**config.mk**
```make
export PLATFORM = sky130hd
export DESIGN_NAME = shs_strap_select
export DESIGN_NICKNAME = d
export VERILOG_FILES = /design/src/hdl/shs_pkg.sv /design/src/hdl/shs_pin_sync.sv /design/src/hdl/shs_strap_select.sv
export SDC_FILE = /design/constraint.sdc
export NUM_CORES = 1
export LEC_CHECK = 0
export ABC_AREA = 1
export BUFFER_PORTS_ARGS = -buffer_cell sky130_fd_sc_hd__buf_2
export CAP_MARGIN = 15
export CORE_ASPECT_RATIO = 1.4
export CORE_MARGIN = 2
export CORE_UTILIZATION = 62
export CTS_BUF_LIST = sky130_fd_sc_hd__clkbuf_4
export DETAILED_ROUTE_END_ITERATION = 12
export PLACE_DENSITY = 0.86
export RECOVER_POWER = 25
export SLEW_MARGIN = 25
export SYNTH_ARGS = -nofsm -noshare
export SYNTH_HDL_FRONTEND = slang
export SYNTH_SLANG_ARGS = --single-unit
```
**constraint.sdc**
```tcl
create_clock -name clk_sys_i -period 3.9 [get_ports clk_sys_i]
set_input_delay 0.39 -clock clk_sys_i [delete_from_list [all_inputs] [get_ports clk_sys_i]]
set_output_delay 0.39 -clock clk_sys_i [all_outputs]
set_load 0.03 [all_outputs]
```
**src/hdl/shs_pkg.sv**
```systemverilog
// Shared constants and types for the strap and serial host bus selection block.
// Assumes a single 50 MHz system clock and a synchronous active-high reset.
package shs_pkg;

	localparam int CLK_PERIOD_NS = 20;

	// One quarter of the I2C host clock period; a least time, so it rounds up.
	localparam int I2C_QTR_NS = 2500;
	localparam int I2C_QTR_CYC = (I2C_QTR_NS + CLK_PERIOD_NS - 1) / CLK_PERIOD_NS;

	localparam logic [7:0] I2C_CTRL_RD = 8'hBF;
	localparam logic [7:0] I2C_CTRL_WR = 8'hBE;
	localparam logic [7:0] EEPROM_START_ADDR = 8'h00;

	// Byte positions in the EEPROM load sequence.
	localparam logic [7:0] SEQ_CTRL_WR = 8'h00;
	localparam logic [7:0] SEQ_ADDR = 8'h01;
	localparam logic [7:0] SEQ_CTRL_RD = 8'h02;
	localparam logic [7:0] SEQ_FIRST_DATA = 8'h03;

	localparam int CFG_BYTES_DEF = 16;
	localparam logic [3:0] I2C_LAST_BIT = 4'h8;

	typedef enum logic [1:0] {
		SHS_MODE_I2C_HOST = 2'b00,
		SHS_MODE_I2C_CLIENT = 2'b01,
		SHS_MODE_SPI_CLIENT = 2'b10,
		SHS_MODE_MGMT = 2'b11
	} shs_access_mode_t;

	typedef struct packed {
		logic p1_speed;
		logic p1_autoneg;
		logic p2_hi;
		logic p2_lo;
	} shs_strap_t;

	typedef struct packed {
		logic speed_100;
		logic full_duplex;
		logic link;
		logic activity;
	} shs_port_status_t;

endpackage : shs_pkg

```
**src/hdl/shs_pin_sync.sv**
```systemverilog
// Three-stage synchroniser with an agreement filter for pins from outside the clock domain.
// Assumes the pins may change at any time; the filtered level moves only when stages two
// and three agree.
module shs_pin_sync #(
	parameter int WIDTH = 1
) (
	// Clock
	input wire logic clk_sys_i,
	// Pins
	input wire logic [WIDTH-1:0] pin_i,
	// Filtered levels
	output logic [WIDTH-1:0] level_o
);

	logic [WIDTH-1:0] ff1_q;
	logic [WIDTH-1:0] ff2_q;
	logic [WIDTH-1:0] ff3_q;
	logic [WIDTH-1:0] level_q;

	// No reset here: strap levels must flow through while the block is held in reset.
	always_ff @(posedge clk_sys_i) begin
		ff1_q <= pin_i;
		ff2_q <= ff1_q;
		ff3_q <= ff2_q;
	end

	always_ff @(posedge clk_sys_i) begin
		for (int i = 0; i < WIDTH; i++) begin
			if (ff2_q[i] == ff3_q[i]) begin
				level_q[i] <= ff3_q[i];
			end
		end
	end

	assign level_o = level_q;

endmodule : shs_pin_sync

```
**src/hdl/shs_strap_select.sv**
```systemverilog
// Strap capture, register-access mode selection, serial client select handling and
// EEPROM loading in I2C host mode.
// Assumes straps are pulled to their levels while reset is held, and that the serial
// client engine behind serial_client_data_i runs elsewhere.

// Operation
// [RL1] While the select input is high the serial data output is floated.
// [RL2] A falling edge on the select input starts a serial client transfer.
// [RL3] With auto-negotiation strapped off, the speed strap forces 100BT when high, 10BT when low.
// [RL4] The auto-negotiation strap enables it when high and disables it when low.
// [RL5] By default the first port 1 indicator shows speed and the second link/activity.
// [RL6] Port 2 indicator straps at [0, 0] select I2C host mode with EEPROM loading.
// [RL7] In I2C host mode an absent EEPROM leaves registers and straps at their defaults.
// [RL8] In I2C host mode the clock pin is driven, data is two-way, serial out floats.
// [RL9] Control byte 1011_1111 marks a read and 1011_1110 a write.
// [RL10] Port 2 indicator straps at [1, 0] select serial client mode.
// [RL11] The management-serial mode gives access to all internal 8-bit registers.
// [RL12] Strap pins are inputs during reset, sampled then, and outputs afterwards.
// [RL13] The outside system drives the active-low hardware reset to reset the device.
module shs_strap_select #(
	parameter int CFG_BYTES = shs_pkg::CFG_BYTES_DEF,
	parameter int QTR_CYC = shs_pkg::I2C_QTR_CYC
) (
	// Clock and reset
	input wire logic clk_sys_i,
	input wire logic srst_i,
	// Serial client pins
	input wire logic serial_select_n_i,
	input wire logic serial_client_data_i,
	output logic serial_client_out_o,
	output logic serial_client_out_oe_o,
	output logic transfer_start_o,
	// I2C host pins
	output logic scl_o,
	output logic scl_oe_o,
	input wire logic sda_i,
	output logic sda_o,
	output logic sda_oe_o,
	// Indicator and strap pins
	input wire logic port1_indicator_hi_i,
	output logic port1_indicator_hi_o,
	output logic port1_indicator_hi_oe_o,
	input wire logic port1_indicator_lo_i,
	output logic port1_indicator_lo_o,
	output logic port1_indicator_lo_oe_o,
	input wire logic port2_indicator_hi_i,
	output logic port2_indicator_hi_o,
	output logic port2_indicator_hi_oe_o,
	input wire logic port2_indicator_lo_i,
	output logic port2_indicator_lo_o,
	output logic port2_indicator_lo_oe_o,
	// Port status and indicator function select
	input wire shs_pkg::shs_port_status_t port1_status_i,
	input wire shs_pkg::shs_port_status_t port2_status_i,
	input wire logic [1:0] led_mode_i,
	// Strap results
	output logic strap_valid_o,
	output logic port1_autoneg_en_o,
	output logic port1_force_100_o,
	output logic port1_force_10_o,
	output shs_pkg::shs_access_mode_t access_mode_o,
	output logic management_serial_mode_o,
	// EEPROM load results
	output logic [7:0] cfg_byte_o,
	output logic [7:0] cfg_index_o,
	output logic cfg_valid_o,
	output logic cfg_done_o,
	output logic cfg_use_defaults_o
);

	localparam int QW = $clog2(QTR_CYC + 1);
	localparam logic [QW-1:0] QTR_LOAD = QW'(QTR_CYC - 1);
	localparam logic [7:0] SEQ_LAST = 8'(shs_pkg::SEQ_FIRST_DATA + CFG_BYTES - 1);

	typedef enum logic [2:0] {
		I_IDLE = 3'b000,
		I_START = 3'b001,
		I_BIT = 3'b010,
		I_STOP = 3'b011,
		I_DONE = 3'b100
	} shs_i2c_state_t;

	logic sel_lvl;
	logic sda_lvl;
	logic [3:0] ind_lvl;
	shs_pkg::shs_strap_t strap_q;
	logic strap_valid_q;
	logic sel_prev_q;
	logic start_q;
	logic sdo_q;
	logic [3:0] ind_q;
	logic mode_i2c;
	logic mode_spi;
	shs_pkg::shs_access_mode_t mode;

	shs_pin_sync #(
		.WIDTH(6)
	) u_sync (
		.clk_sys_i(clk_sys_i),
		.pin_i({serial_select_n_i, sda_i, port1_indicator_hi_i, port1_indicator_lo_i,
			port2_indicator_hi_i, port2_indicator_lo_i}),
		.level_o({sel_lvl, sda_lvl, ind_lvl})
	);

	// Picks the two indicator levels; indicators are active low.
	function automatic logic [1:0] led_pair(input logic [1:0] sel,
		input shs_pkg::shs_port_status_t st);
		logic link_act_n;
		link_act_n = !st.link || st.activity;
		case (sel)
			2'h0: led_pair = {!st.speed_100, link_act_n};
			2'h1: led_pair = {!st.full_duplex, link_act_n};
			2'h2: led_pair = {!st.full_duplex, !st.link};
			default: led_pair = {!st.speed_100, !st.link};
		endcase
	endfunction : led_pair

	// The first clocked cycle after release still sees reset-time pin levels, since the
	// pins stay undriven until this capture is done.
	always_ff @(posedge clk_sys_i) begin
		if (srst_i) begin
			strap_valid_q <= 1'b0;
			strap_q <= '0;
		end else if (!strap_valid_q) begin
			strap_valid_q <= 1'b1; // see [RL12]
			strap_q <= ind_lvl; // see [RL12]
		end
	end

	assign mode = shs_pkg::shs_access_mode_t'({strap_q.p2_hi, strap_q.p2_lo}); // see [RL6]
	assign mode_i2c = strap_valid_q && (mode == shs_pkg::SHS_MODE_I2C_HOST); // see [RL6]
	assign mode_spi = strap_valid_q && (mode == shs_pkg::SHS_MODE_SPI_CLIENT); // see [RL10]

	assign strap_valid_o = strap_valid_q;
	assign access_mode_o = mode;
	assign management_serial_mode_o = strap_valid_q && (mode == shs_pkg::SHS_MODE_MGMT); // see [RL11]
	assign port1_autoneg_en_o = strap_q.p1_autoneg; // see [RL4]
	assign port1_force_100_o = strap_valid_q && !strap_q.p1_autoneg && strap_q.p1_speed; // see [RL3]
	assign port1_force_10_o = strap_valid_q && !strap_q.p1_autoneg && !strap_q.p1_speed; // see [RL3]

	always_ff @(posedge clk_sys_i) begin
		if (srst_i) begin
			sel_prev_q <= 1'b1;
			start_q <= 1'b0;
		end else begin
			sel_prev_q <= sel_lvl;
			start_q <= mode_spi && sel_prev_q && !sel_lvl; // see [RL2]
		end
	end

	always_ff @(posedge clk_sys_i) begin
		if (srst_i) begin
			sdo_q <= 1'b0;
		end else begin
			sdo_q <= serial_client_data_i;
		end
	end

	assign transfer_start_o = start_q;
	assign serial_client_out_o = sdo_q;
	assign serial_client_out_oe_o = mode_spi && !sel_lvl; // see [RL1] [RL8]

	always_ff @(posedge clk_sys_i) begin
		if (srst_i) begin
			ind_q <= '1;
		end else begin
			ind_q <= {led_pair(led_mode_i, port1_status_i), led_pair(led_mode_i, port2_status_i)}; // see [RL5]
		end
	end

	assign {port1_indicator_hi_o, port1_indicator_lo_o} = ind_q[3:2];
	assign {port2_indicator_hi_o, port2_indicator_lo_o} = ind_q[1:0];
	assign port1_indicator_hi_oe_o = strap_valid_q; // see [RL12]
	assign port1_indicator_lo_oe_o = strap_valid_q;
	assign port2_indicator_hi_oe_o = strap_valid_q;
	assign port2_indicator_lo_oe_o = strap_valid_q;

	// EEPROM loader: each bit takes four quarter ticks of the host clock.
	shs_i2c_state_t st_q;
	logic [QW-1:0] qcnt_q;
	logic [1:0] phase_q;
	logic [3:0] bit_q;
	logic [7:0] byte_q;
	logic [8:0] sh_q;
	logic scl_q;
	logic sda_low_q;
	logic nack_q;
	logic done_q;
	logic defaults_q;
	logic [7:0] cfg_byte_q;
	logic [7:0] cfg_index_q;
	logic cfg_valid_q;
	logic tick;
	logic is_read;

	// Bits that are ones leave the line released, so read bytes shift in the EEPROM data.
	function automatic logic [8:0] load_byte(input logic [7:0] idx);
		if (idx == shs_pkg::SEQ_CTRL_WR) begin
			load_byte = {shs_pkg::I2C_CTRL_WR, 1'b1}; // see [RL9]
		end else if (idx == shs_pkg::SEQ_ADDR) begin
			load_byte = {shs_pkg::EEPROM_START_ADDR, 1'b1};
		end else if (idx == shs_pkg::SEQ_CTRL_RD) begin
			load_byte = {shs_pkg::I2C_CTRL_RD, 1'b1}; // see [RL9]
		end else begin
			load_byte = {8'hFF, idx == SEQ_LAST};
		end
	endfunction : load_byte

	assign tick = (qcnt_q == '0);
	assign is_read = (byte_q >= shs_pkg::SEQ_FIRST_DATA);

	always_ff @(posedge clk_sys_i) begin
		if (srst_i || !mode_i2c || tick) begin
			qcnt_q <= QTR_LOAD;
		end else begin
			qcnt_q <= qcnt_q - QW'(1);
		end
	end

	always_ff @(posedge clk_sys_i) begin
		if (srst_i) begin
			st_q <= I_IDLE;
			phase_q <= 2'h0;
			bit_q <= 4'h0;
			byte_q <= 8'h00;
			sh_q <= '1;
			scl_q <= 1'b1;
			sda_low_q <= 1'b0;
			nack_q <= 1'b0;
			done_q <= 1'b0;
			defaults_q <= 1'b0;
		end else if (mode_i2c && tick) begin
			phase_q <= phase_q + 2'h1;
			case (st_q)
				I_IDLE: begin
					st_q <= I_START;
					phase_q <= 2'h0;
					sh_q <= load_byte(byte_q);
				end
				I_START: begin
					case (phase_q)
						2'h0: sda_low_q <= 1'b0;
						2'h1: scl_q <= 1'b1;
						2'h2: sda_low_q <= 1'b1;
						default: begin
							scl_q <= 1'b0;
							st_q <= I_BIT;
							bit_q <= shs_pkg::I2C_LAST_BIT;
						end
					endcase
				end
				I_BIT: begin
					case (phase_q)
						2'h0: sda_low_q <= !sh_q[8];
						2'h1: scl_q <= 1'b1;
						2'h2: begin
							sh_q <= {sh_q[7:0], sda_lvl};
							if (bit_q == 4'h0 && !is_read && sda_lvl) begin
								nack_q <= 1'b1; // see [RL7]
							end
						end
						default: begin
							scl_q <= 1'b0;
							bit_q <= bit_q - 4'h1;
							if (bit_q == 4'h0) begin
								byte_q <= byte_q + 8'h01;
								sh_q <= load_byte(byte_q + 8'h01);
								if (nack_q || byte_q == SEQ_LAST) begin
									st_q <= I_STOP;
								end else if (byte_q == shs_pkg::SEQ_ADDR) begin
									st_q <= I_START;
								end else begin
									bit_q <= shs_pkg::I2C_LAST_BIT;
								end
							end
						end
					endcase
				end
				I_STOP: begin
					case (phase_q)
						2'h0: sda_low_q <= 1'b1;
						2'h1: scl_q <= 1'b1;
						2'h2: sda_low_q <= 1'b0;
						default: begin
							st_q <= I_DONE;
							done_q <= 1'b1;
							defaults_q <= nack_q; // see [RL7]
						end
					endcase
				end
				default: phase_q <= 2'h0;
			endcase
		end
	end

	always_ff @(posedge clk_sys_i) begin
		if (srst_i) begin
			cfg_valid_q <= 1'b0;
			cfg_byte_q <= 8'h00;
			cfg_index_q <= 8'h00;
		end else begin
			cfg_valid_q <= mode_i2c && tick && st_q == I_BIT && phase_q == 2'h2
				&& bit_q == 4'h0 && is_read;
			if (mode_i2c && tick && st_q == I_BIT && phase_q == 2'h2 && bit_q == 4'h0) begin
				cfg_byte_q <= sh_q[7:0];
				cfg_index_q <= byte_q - shs_pkg::SEQ_FIRST_DATA;
			end
		end
	end

	assign scl_o = scl_q;
	assign scl_oe_o = mode_i2c; // see [RL8]
	assign sda_o = 1'b0;
	assign sda_oe_o = mode_i2c && sda_low_q; // see [RL8]
	assign cfg_byte_o = cfg_byte_q;
	assign cfg_index_o = cfg_index_q;
	assign cfg_valid_o = cfg_valid_q;
	assign cfg_done_o = done_q;
	assign cfg_use_defaults_o = defaults_q;
endmodule : shs_strap_select

```
Word level (Yosys, flattened, before mapping) --
Cells that the tools add are included. Widths: inputs -> output; s select.
Storage, ports and cells: latch bits 0, logic and storage cells 165, bits in writable memories 0, ROM bits 0, register bits after elaboration 91, memories 0
Cells by class: mux-type cells 33, reduce and logical (&&, ||, !) cells 60, div/mod/pow operators 0, add/subtract/negate cells 5, shift-type cells 0, bitwise logic cells 1, equal/unequal tests 33, $mul 0, order comparisons 1
Operators by type and width (number):
- $mux 9 | 5
- $pmux 9 s2 | 2
- $mux 4 | 5
- $reduce_and 4->1 | 5
- $mux 3 | 6
- $logic_and 1x1->1 | 17
- $eq 8x1->1 const B | 2
- $eq 8x2->1 const B | 2
- $eq 8x5->1 const B | 2
- $logic_not 8->1 | 2
- $mux 8 | 2
- $logic_not 1->1 | 12
- $ne 2x2->1 const B | 6
- $pmux 2 s3 | 2
- $pmux 3 s4 | 1
- $ne 3x3->1 const B | 3
- $add 8x1->8 const B | 1
- $eq 2x2->1 const B | 4
- $ge 8x2->1 const B | 1
- $pmux 1 s2 | 4
- $pmux 4 s2 | 1
- $sub 8x2->8 const B | 1
- $logic_not 7->1 | 1
- $reduce_and 7->1 | 1
- other kinds (24) | 45

Logic depth before layout (Yosys ltp) --
Gate-level depths: netlist of run 1.
depth in word-level cells 8, mapped depth 15, mapped depth without buffers 14

Modules after synthesis --
A second synthesis of run 1 with hierarchy kept.
Unflattened totals: cell total of the unflattened synthesis 520, area, all modules 4057.6 um2
Modules (own cells, without submodules):
- shs_strap_select | times used 1, area each 3404.5 um2, cells each 466, sequential area each 1341.3 um2
- shs_pin_sync | times used 1, area each 653.1 um2, cells each 54, sequential area each 540.5 um2

Worst setup path after synthesis of run 1 --
OpenSTA, ideal clock, no wires.
path type register -> output, start point register strap_valid_q (netlist: port1_indicator_hi_oe_o), end point output port serial_client_out_oe_o, path buffers 0, slack 2012 ps, cell stages (with the launch flop) 3, required time 3510 ps, arrival 1498 ps, path through dfxtp_1 nand2_1 nor3_1
Between the ends: word-level cells in the longest chain between the ends 2
RTL lines:
- from (decl) | line shs_strap_select.sv:87 | logic strap_valid_q;
- from (signal assigned) | line shs_strap_select.sv:122 | strap_valid_q <= 1'b0;
- from (signal assigned) | line shs_strap_select.sv:125 | strap_valid_q <= 1'b1;
- $logic_and 1x1->1 | line shs_strap_select.sv:132 | assign mode_spi = strap_valid_q && (mode == shs_pkg::SHS_MODE_SPI_CLIENT);
- $logic_and 1x1->1 | line shs_strap_select.sv:161 | assign serial_client_out_oe_o = mode_spi && !sel_lvl;
- to (decl) | line shs_strap_select.sv:31 | output logic serial_client_out_oe_o,
Every way passes these cells.

==> results.md, run 1 <==
* Clk Latency, worst-skew pair at 0.46 ns
* Startpoint Class: input port
* Routed vias at 3458
* Root buf cell: clkbuf_4
* Register area share after synthesis at 0.4666
* Hold_ws at 0.02364 ns
* CTS tree: yes
* Crit-path slowest cell: clkbuf_1
* DR iter-0 viols at 176
* Final instance area at 4409 um^2
* Worst Setup End Kind: flip-flop
* CTS resizes at 0
* Post-CTS Hold Fix Bufs at 0
* Yosys warnings at 0
* Num CTS Buffers at 9
* Vias in the first global route at 3341
* Synth top area share at 0.4220
* Status: complete, but fails checks
* Initial antenna violation count at 0
* Sequential share of power at 0.634
* Fmax at 394.2 MHz
* Total GRT Usage at 0.2466
* Initial core utilization at 0.6449
* # diodes at 0
* Psw at 0.0004046 W
* Mapped Cells at 503
* Post-Route Setup TNS at 0 ns
* Core area at 6254 um^2
* Area contributors post-synth: dfxtp_1, nand2_1, nor2_1, edfxtp_1, ha_1
* Antenna viol nets, final at 0
* Comb power frac at 0.059
* Placed instance area at 4288 um^2
* Hold depth at 1
* Critical-path maximum fanout at 32
* HPWL Detailed at 6321 um
* IO buf count at 58
* Util after Layout at 0.7051
* Peak supply drop at 380.1 uV
* Max_slew headroom at -0.09070
* P per Cell Area at 350.5 nW/um^2
* Final hold violation count at 0
* Chip width at 72.16 um
* Failing checks: max-capacitance violations, max-slew violations
* Netlist cell types at 46
* Ports at 60
* Synthesized area per cell at 8.017 um^2
* Row count at 34
* Detailed-routed wire length on met2 at 4459 um
* Number of post-CTS setup repair buffers at 0
* Largest area contributor in the netlist: dfxtp_1
* DIE AREA at 7175 um^2
* Layout cells sized above 1 at 0.1996
* Max-slew violation count at 31
* Crit Path Class: in -> reg
* DR DRC count at 0
* Clk buf depth at 2
* Critical path arrival at 2.87 ns
* Met3 routed WL at 363 um
* Total gr overflow at 0
* Routed len/inst at 13.29 um
* M1 WL at 3163 um
* Tightest Pin Transition at 1.636 ns
* Clk network pwr share at 0.308
* Setup Viol. Count Final at 0
* Int Pwr at 0.001141 W
* First-pass GRT wire length at 13920 um
* Post-route clock period utilization at 0.6504
* CP peak stage delay at 1.16 ns
* RSZ-0062 raised after global routing: no
* H-tree levels at 3
* Worst min-delay path class: in -> reg
* Sw Share at 0.2618
* Fillcell total at 521
* Max-cap violations at 1
* GP Congestion at 0.9229
* CP required at 4.24 ns
* P_leak at 1.962 nW
* Area Growth Syn to Fin at 9.339%
* Max Used Layer: met4
* Final wirelength at 8347 um
* CTS sink cnt at 91
* Reg clk slew, reported paths at 0.15 ns
* Height of the die at 99.43 um
* Fin nets at 584
* Worst r2r path cells at 9
* DRT Pass-1 Iters at 5
* Post-synthesis cell area at 4033 um^2
* Synth Net Count at 536
* Fin Clk Skew at 0.02229 ns
* Critical path cell sequence: clkbuf_1 > inv_1 > o21ai_0 > a21oi_1
* Yosys reg bits at 91
* Min cycle time layout at 2.537 ns
* Routed vias/inst at 5.506
* Largest net degree at the start of global routing at 33
## cell usage after synthesis, drive strengths merged
cell / n
nor3b: 1
ha: 14
nand3b: 1
o22ai: 2
xnor2: 7
clkinv: 4
nand2: 106
inv: 50
o31ai: 1
xor2: 5
a311oi: 1
nor3: 9
a21oi: 33
or2: 2
o311ai: 1
buf: 13
nand3: 29
o211ai: 1
o221ai: 1
dfxtp: 85
o21ai: 40
nor4: 1
nor2: 69
a211oi: 6
nand4: 3
a31oi: 3
conb: 1
edfxtp: 6
clkbuf: 8
## layout by cell type, fill, tap and decap left out, types with 2 or more instances in the layout
cell / synthesis / layout
a21oi_2: 2 / 2
or2_2: 2 / 2
ha_1: 14 / 14
a21oi_1: 31 / 31
inv_2: 4 / 4
dfxtp_1: 85 / 85
nand2_4: 3 / 3
nor2_2: 8 / 8
nand2_2: 5 / 5
a31oi_1: 3 / 3
o21ai_0: 34 / 34
nand2_1: 98 / 98
a211oi_1: 2 / 2
nand4_1: 3 / 3
o21ai_1: 6 / 6
buf_2: 3 / 57
edfxtp_1: 6 / 6
clkinvlp_4: 0 / 2
nor2_1: 59 / 59
o22ai_1: 2 / 2
nor3_1: 8 / 8
nand3_1: 28 / 28
clkbuf_4: 0 / 10
a211oi_2: 4 / 4
inv_6: 0 / 3
xnor2_1: 7 / 7
inv_1: 46 / 46
clkinv_2: 2 / 2
xor2_1: 5 / 5
## cell type report
| class | count | area (um^2) | area share |
|---|---|---|---|
| Clock inverter | 6 | 47.55 | 0.01078 |
| Clock buffer | 10 | 75.07 | 0.01703 |
| Timing Repair Buffer | 58 | 289.0 | 0.06555 |
| Sequential cell | 91 | 1882 | 0.4268 |
| Tap cell | 72 | 90.09 | 0.02043 |
| Multi-Input combinational cell | 337 | 1815 | 0.4117 |
| Inverter | 54 | 210.2 | 0.04767 |
## through the flow
| stage | std cells | power [W] | setup WS (ns) |
|---|---|---|---|
| final | 628 | 0.001546 | 1.363 |
| after global routing | 628 | 0.001602 | 1.102 |
| after CTS | 628 | 0.001560 | 1.660 |
| after detailed placement | 612 | 0.001092 | 1.661 |
| after global placement | 612 | 0.001087 | 1.760 |
| after floorplan | 503 | 0.001065 | 2.012 |
## worst paths after layout
check / from / to / slack, ns
max: srst_i / st_q[0] / 1.36
min reg2reg: u_sync.ff1_q[4] / u_sync.ff2_q[4] / 0.34
max reg2reg: st_q[1] / cfg_index_o[7] / 1.63
min: port1_indicator_lo_i / u_sync.ff1_q[2] / 0.02
## power by group through the flow
stage | clock, W | combinational (W) | sequential (W)
floorplan | 0 | 0.0000581 | 0.00101
detailed placement | 0 | 0.0000912 | 0.00100
global route | 0.000521 | 0.0000984 | 0.000983
CTS | 0.000488 | 0.0000914 | 0.000980
finish | 0.000476 | 0.0000905 | 0.000980
global placement | 0 | 0.0000877 | 0.000999
## sequential cells by signal, indices dropped and copies added (netlist names), 6 cells and up
register / count
byte_q: 8
sh_q: 9
u_sync.ff1_q: 6
cfg_index_o: 8
cfg_byte_o: 8
u_sync.level_o: 6
u_sync.ff2_q: 6
qcnt_q: 7
u_sync.ff3_q: 6
## worst max-delay path: cells and delay by family
kind | cells | cell delay [ns]
buffers and inverters | 2 | 2.08
AO/OA/AOI/OAI | 2 | 0.38
## logic make-up (layout without fill, tap and decap cells)
logic type / Yosys count / after routing / share of synthesized area
other cells: 1 / 1 / 0.0009299
buf+inv: 75 / 128 / 0.08315
xor+xnor: 12 / 12 / 0.02606
compound gates: 89 / 89 / 0.1281
flops: 91 / 91 / 0.4666
fa+ha+maj: 14 / 14 / 0.04344
simple gates: 221 / 221 / 0.2516
## metal layers
layer	vias to the layer above	global-route usage
met5	-	0
met4	0	0.1509
met3	31	0.03749
met2	106	0.4601
met1	1605	0.2485
li1	1716	-
Note: power is estimated with default switching activity, not from simulation.
==> inputs of run 2 (changes only) <==
CORE_UTILIZATION = 59   (was 62)
PLACE_DENSITY = 0.82   (was 0.86)
clock period = 2.7 ns   (was 3.9 ns; I/O delays follow)
==> run 2 against run 1 <==
Compared with the run above: the run now ends clean; critical path type is now reg -> reg; largest power group unchanged; first-iteration DRC count up 10%; clock skew up 0.0011 ns; core utilization down 1.1 points; largest cell class unchanged; sequential cell count unchanged; combinational power up 61%; power up 53%; global-route usage down 0.69 points.
==> results.md, run 2 (synthesis gave the netlist of run 1 again) <==
* Crit Path Class: reg -> reg
* Fmax at 474.4 MHz
* Num CTS Buffers at 9
* P per Cell Area at 516.8 nW/um^2
* Total gr overflow at 0
* IO buf count at 58
* Peak supply drop at 430.1 uV
* Final instance area at 4589 um^2
* Routed vias at 3396
* Height of the die at 101.8 um
* DR DRC count at 0
* Most common cell after layout, fill and taps aside: nand2_1
* Routed vias/inst at 5.138
* Crit-path most repeated cell: nand2_1
* CTS tree: yes
* Tightest Pin Transition at 0.8703 ns
* Max-cap violations at 0
* Total GRT Usage at 0.2397
* Startpoint Class: flip-flop
* CTS resizes at 0
* Layout cells sized above 1 at 0.1951
* Initial antenna violation count at 0
* Post-route clock period utilization at 0.7807
* Number of post-CTS setup repair buffers at 0
* Max_slew headroom at 0.4192
* First-pass GRT wire length at 13920 um
* Met3 Use GR at 0.05325
* DIE AREA at 7521 um^2
* Largest reg by FF count: sh_q
* Vias in the first global route at 3216
* CP required at 3.02 ns
* Critical path arrival at 2.43 ns
* Most frequent cells in the layout: nand2_1, dfxtp_1, nor2_1
* Placed instance area at 4328 um^2
* Crit-path slowest cell: ha_1
* Hold_ws at 0.01625 ns
* # diodes at 0
* Root buf cell: clkbuf_4
* Critical-path maximum fanout at 13
* Reg clk slew, reported paths at 0.15 ns
* Setup Viol. Count Final at 0
* Ports at 60
* Clk buf depth at 2
* Worst Setup End Kind: flip-flop
* Routed len/inst at 12.94 um
* GRT Max-Usage Layer: met2
* GP Congestion at 0.9547
* Core area at 6613 um^2
* H-tree levels at 3
* Fillcell total at 517
* Worst min-delay path class: in -> reg
* HPWL Detailed at 6119 um
* Clk Latency, worst-skew pair at 0.46 ns
* Worst setup margin at 0.5922 ns
* Fin Clk Skew at 0.02338 ns
* Area Growth Syn to Fin at 13.81%
* Final wirelength at 8554 um
* CTS sink cnt at 91
* Critical path cell sequence: inv_1 > ha_1 > nor2_1 > nor3_1 > nand3_1 > nor2_1 > nand2_1 > nand2_1 > nand2_1
* Initial core utilization at 0.6098
* Antenna viol nets, final at 0
* P_leak at 2.034 nW
* Met2 Usage GRT at 0.4368
* Max reg flops at 9
* GR Util met1 at 0.2597
* Fin nets at 597
* Max-slew violation count at 0
* Worst slack, placed at 0.6580 ns
* DR iter-0 viols at 194
* Min cycle time layout at 2.108 ns
* CP peak stage delay at 0.45 ns
* Util after Layout at 0.6940
* Chip width at 73.87 um
* Largest net degree at the start of global routing at 33
* RSZ-0062 raised after global routing: no
* Row count at 35
* DRT Pass-1 Iters at 4
* Final hold violation count at 0
* Status: complete, no violations
* Post-Route Setup TNS at 0 ns
[run 2: cell types whose count changed in the layout (fill, tap and decap cells not counted), sizes merged]
cell / before / now
bufinv: 0 / 1
clkbuf: 11 / 12
clkinv: 4 / 5
clkinvlp: 2 / 0
dlygate4sd3: 0 / 11
inv: 54 / 55
[run 2: final cells by class]
type                       count  area [um^2]  share of cell area
sequential                    91         1882              0.4100
timing repair buffer          71        409.1             0.08915
tap                           92        115.1             0.02508
clock inverter                 7        90.09             0.01963
clock buffer                   9        67.56             0.01472
multi-input combinational    337         1815              0.3956
inverter                      54        210.2             0.04580
[run 2: worst max-delay path: cells and delay by family (launching register included)]
kind                     cells  cell delay (ns)
flip-flops                   1             0.36
AND/OR/NAND/NOR              7             1.04
adder cells (fa/ha/maj)      1             0.45
buffers and inverters        1             0.12
[run 2: routing by layer]
layer / routed length [um] / up-vias
met5: 0 / -
met4: 198 / 0
met2: 4631 / 86
li1: - / 1747
met3: 376 / 20
met1: 3348 / 1543
[run 2: through the flow]
step / std cells / power [W]
2_1_floorplan: 503 / 0.001538
3_3_place_gp: 634 / 0.001570
3_5_place_dp: 634 / 0.001577
4_1_cts: 660 / 0.002385
5_1_grt: 661 / 0.002468
6_report: 661 / 0.002372
[run 2: where the power goes]
group	switching (W)	internal, W	leakage [nW]	total (W)
Sequential	0.0000197	0.00140	0.754	0.00142
Combinational	0.0000920	0.0000536	1.19	0.000146
Clock	0.000501	0.000310	0.0869	0.000811
[run 2: path summary, 6_finish.rpt]
kind	from	cells past startpoint	to	slack, ns
hold reg to reg	u_sync.ff1_q[4]	0	u_sync.ff2_q[4]	0.34
hold / removal	port1_status_i[0]	3	ind_q[2]	0.02
setup reg to reg	phase_q[0]	9	sh_q[1]	0.59
setup / recovery	phase_q[0]	9	sh_q[1]	0.59
[run 2: what timing repair did]
action / 4_1_cts / 5_1_grt
hold endpoints to repair: 10 / 1
endpoints found under the setup margin: 0 / 0
hold buffers: 10 / 1
==> inputs of run 3 (changes only) <==
CORE_UTILIZATION = 53   (was 59)
PLACE_DENSITY = 0.78   (was 0.82)
clock period = 1.8 ns   (was 2.7 ns; I/O delays follow)
==> run 3 against run 2 <==
Compared with the run above: maximum frequency is 22% higher; critical path depth rose by 1; sequential power increased by 49%; core utilization shrank 2.8 points; setup slack got worse by 0.51 ns; clock power up 34%.
==> results.md, run 3 (synthesis gave the netlist of run 1 again) <==
* CTS tree: yes
* Row count at 37
* Vias in the first global route at 3258
* Fin Clk Skew at 0.01733 ns
* HPWL Detailed at 6210 um
* Max-slew violation count at 0
* Area Growth Syn to Fin at 21.63%
* Worst min-delay path class: in -> reg
* Largest net degree at the start of global routing at 33
* Startpoint Class: flip-flop
* Hold_ws at 0.01483 ns
* Post-route clock period utilization at 0.9567
* Critical path cell sequence: inv_2 > ha_2 > nand3_4 > nand2_2 > nor2_2 > nor3_1 > nand3_2 > buf_4 > a21oi_1 > nand2_1
* FF+latch area at 1903 um^2
* Fin nets at 620
* Worst Setup End Kind: flip-flop
* Max-cap violations at 0
* Critical path arrival at 2.08 ns
* Final hold violation count at 0
* Initial core utilization at 0.5478
* Core area at 7361 um^2
* RSZ-0062 raised after global routing: yes
* Largest reg by FF count: sh_q
* WP buf/inv at 2
* IO buf count at 58
* Crit Path Class: reg -> reg
* Peak supply drop at 721.2 uV
* Num CTS Buffers at 9
* Ports at 60
* Total GRT Usage at 0.2095
* Height of the die at 107.2 um
* GP Congestion at 0.9091
* Max reg flops at 9
* Tightest Pin Transition at 0.8017 ns
* Psw at 0.0009392 W
* DRT Pass-1 Iters at 6
* Routed vias at 3531
* Int Pwr at 0.002504 W
* CP required at 2.16 ns
* Total gr overflow at 0
* Root buf cell: clkbuf_4
* Setup Viol. Count Final at 0
* Final wirelength at 8723 um
* Sw Share at 0.2728
* Routed vias/inst at 5.125
* Comb power frac at 0.067
* First-pass GRT wire length at 13880 um
* Clk Latency, worst-skew pair at 0.45 ns
* DR DRC count at 0
* Clk buf depth at 2
* Crit-path slowest cell: dfxtp_1
* Top delay family on crit path: simple AND/OR/NAND/NOR gates
* Util after Layout at 0.6663
* Critical-path maximum fanout at 5
* Clk network pwr share at 0.318
* DIE AREA at 8332 um^2
* P per Cell Area at 701.9 nW/um^2
* Fmax at 580.7 MHz
* H-tree levels at 3
* Chip width at 77.72 um
* Min cycle time layout at 1.722 ns
* P_leak at 2.160 nW
* Reg clk slew, reported paths at 0.16 ns
* Most frequent cells in the layout: nand2_1, dfxtp_1, buf_2
* Area of the multi-input gates at 1923 um^2
* Antenna viol nets, final at 0
* CP peak stage delay at 0.34 ns
* Status: complete, no violations
* Routed len/inst at 12.66 um
* Register-to-register setup slack at 0.08 ns
* DR iter-0 viols at 271
* Initial antenna violation count at 0
* # diodes at 0
* Sequential share of power at 0.615
* CTS sink cnt at 91
* Most common cell after layout, fill and taps aside: nand2_1
* Max_slew headroom at 0.4655
* Fillcell total at 591
* Layout cells sized above 1 at 0.2855
run 3: cell types whose count changed in the layout (fill, tap and decap cells not counted), sizes merged:
| cell | previous run | this run |
|---|---|---|
| clkbuf | 12 | 10 |
| dlygate4sd3 | 11 | 14 |
| clkinv | 5 | 6 |
| buf | 57 | 79 |
| inv | 55 | 54 |
| bufinv | 1 | 0 |
| clkinvlp | 0 | 1 |
run 3: path summary, 6_finish.rpt:
path / cells after the start / start / to
worst max-delay path: 10 / bit_q[0] / sh_q[7]
worst min-delay path: 4 / port2_status_i[2] / ind_q[1]
worst max register to register: 10 / bit_q[0] / sh_q[7]
worst min register to register: 0 / u_sync.ff1_q[2] / u_sync.ff2_q[2]
run 3: per-layer routing:
metal | global-route usage | share of wire
met5 | 0 | 0
met4 | 0.1020 | 0.029
met3 | 0.04125 | 0.038
met2 | 0.4002 | 0.53
met1 | 0.2126 | 0.40
run 3: area by class of cell:
class / instances / share of cell area
timing repair buffer: 94 / 0.1235
clock inverter: 7 / 0.01429
tap: 97 / 0.02474
clock buffer: 9 / 0.01378
multi-input combinational: 337 / 0.3921
inverter: 54 / 0.04362
sequential: 91 / 0.3880
run 3: repair_timing:
item / 4_1_cts / 5_1_grt
hold endpoints to repair: 11 / 1
gates resized for setup: 0 / 49
setup buffers: 0 / 4
hold buffers: 13 / 1
endpoints found under the setup margin: 0 / 30
run 3: power by group through the flow:
stage | Combinational [W] | Clock (W) | Sequential [W]
after global routing | 0.000250 | 0.00119 | 0.00212
final | 0.000230 | 0.00109 | 0.00212
after floorplan | 0.000126 | 0 | 0.00218
after detailed placement | 0.000207 | 0 | 0.00216
after CTS | 0.000229 | 0.00112 | 0.00212
after global placement | 0.000200 | 0 | 0.00216
run 3: worst register-to-register path, delay by kind of cell, from the launching register on:
kind	cells	cell delay (ns)
AOI/OAI and AO/OA	1	0.11
adders and majority gates	1	0.20
buffers and inverters	2	0.26
DFF	1	0.34
and+or+nand+nor	6	0.72
run 3: stage by stage:
stage | cells | setup slack, ns | total power, W | setup TNS (ns) | cell area, um^2
2_1_floorplan | 503 | 0.1340 | 0.002308 | 0 | 4034
3_3_place_gp | 655 | 0.07491 | 0.002360 | 0 | 4456
3_5_place_dp | 655 | 0.04800 | 0.002371 | 0 | 4456
4_1_cts | 684 | 0.008449 | 0.003467 | 0 | 4723
5_1_grt | 689 | -0.03677 | 0.003564 | -0.1689 | 4905
6_report | 689 | 0.07791 | 0.003443 | 0 | 4905
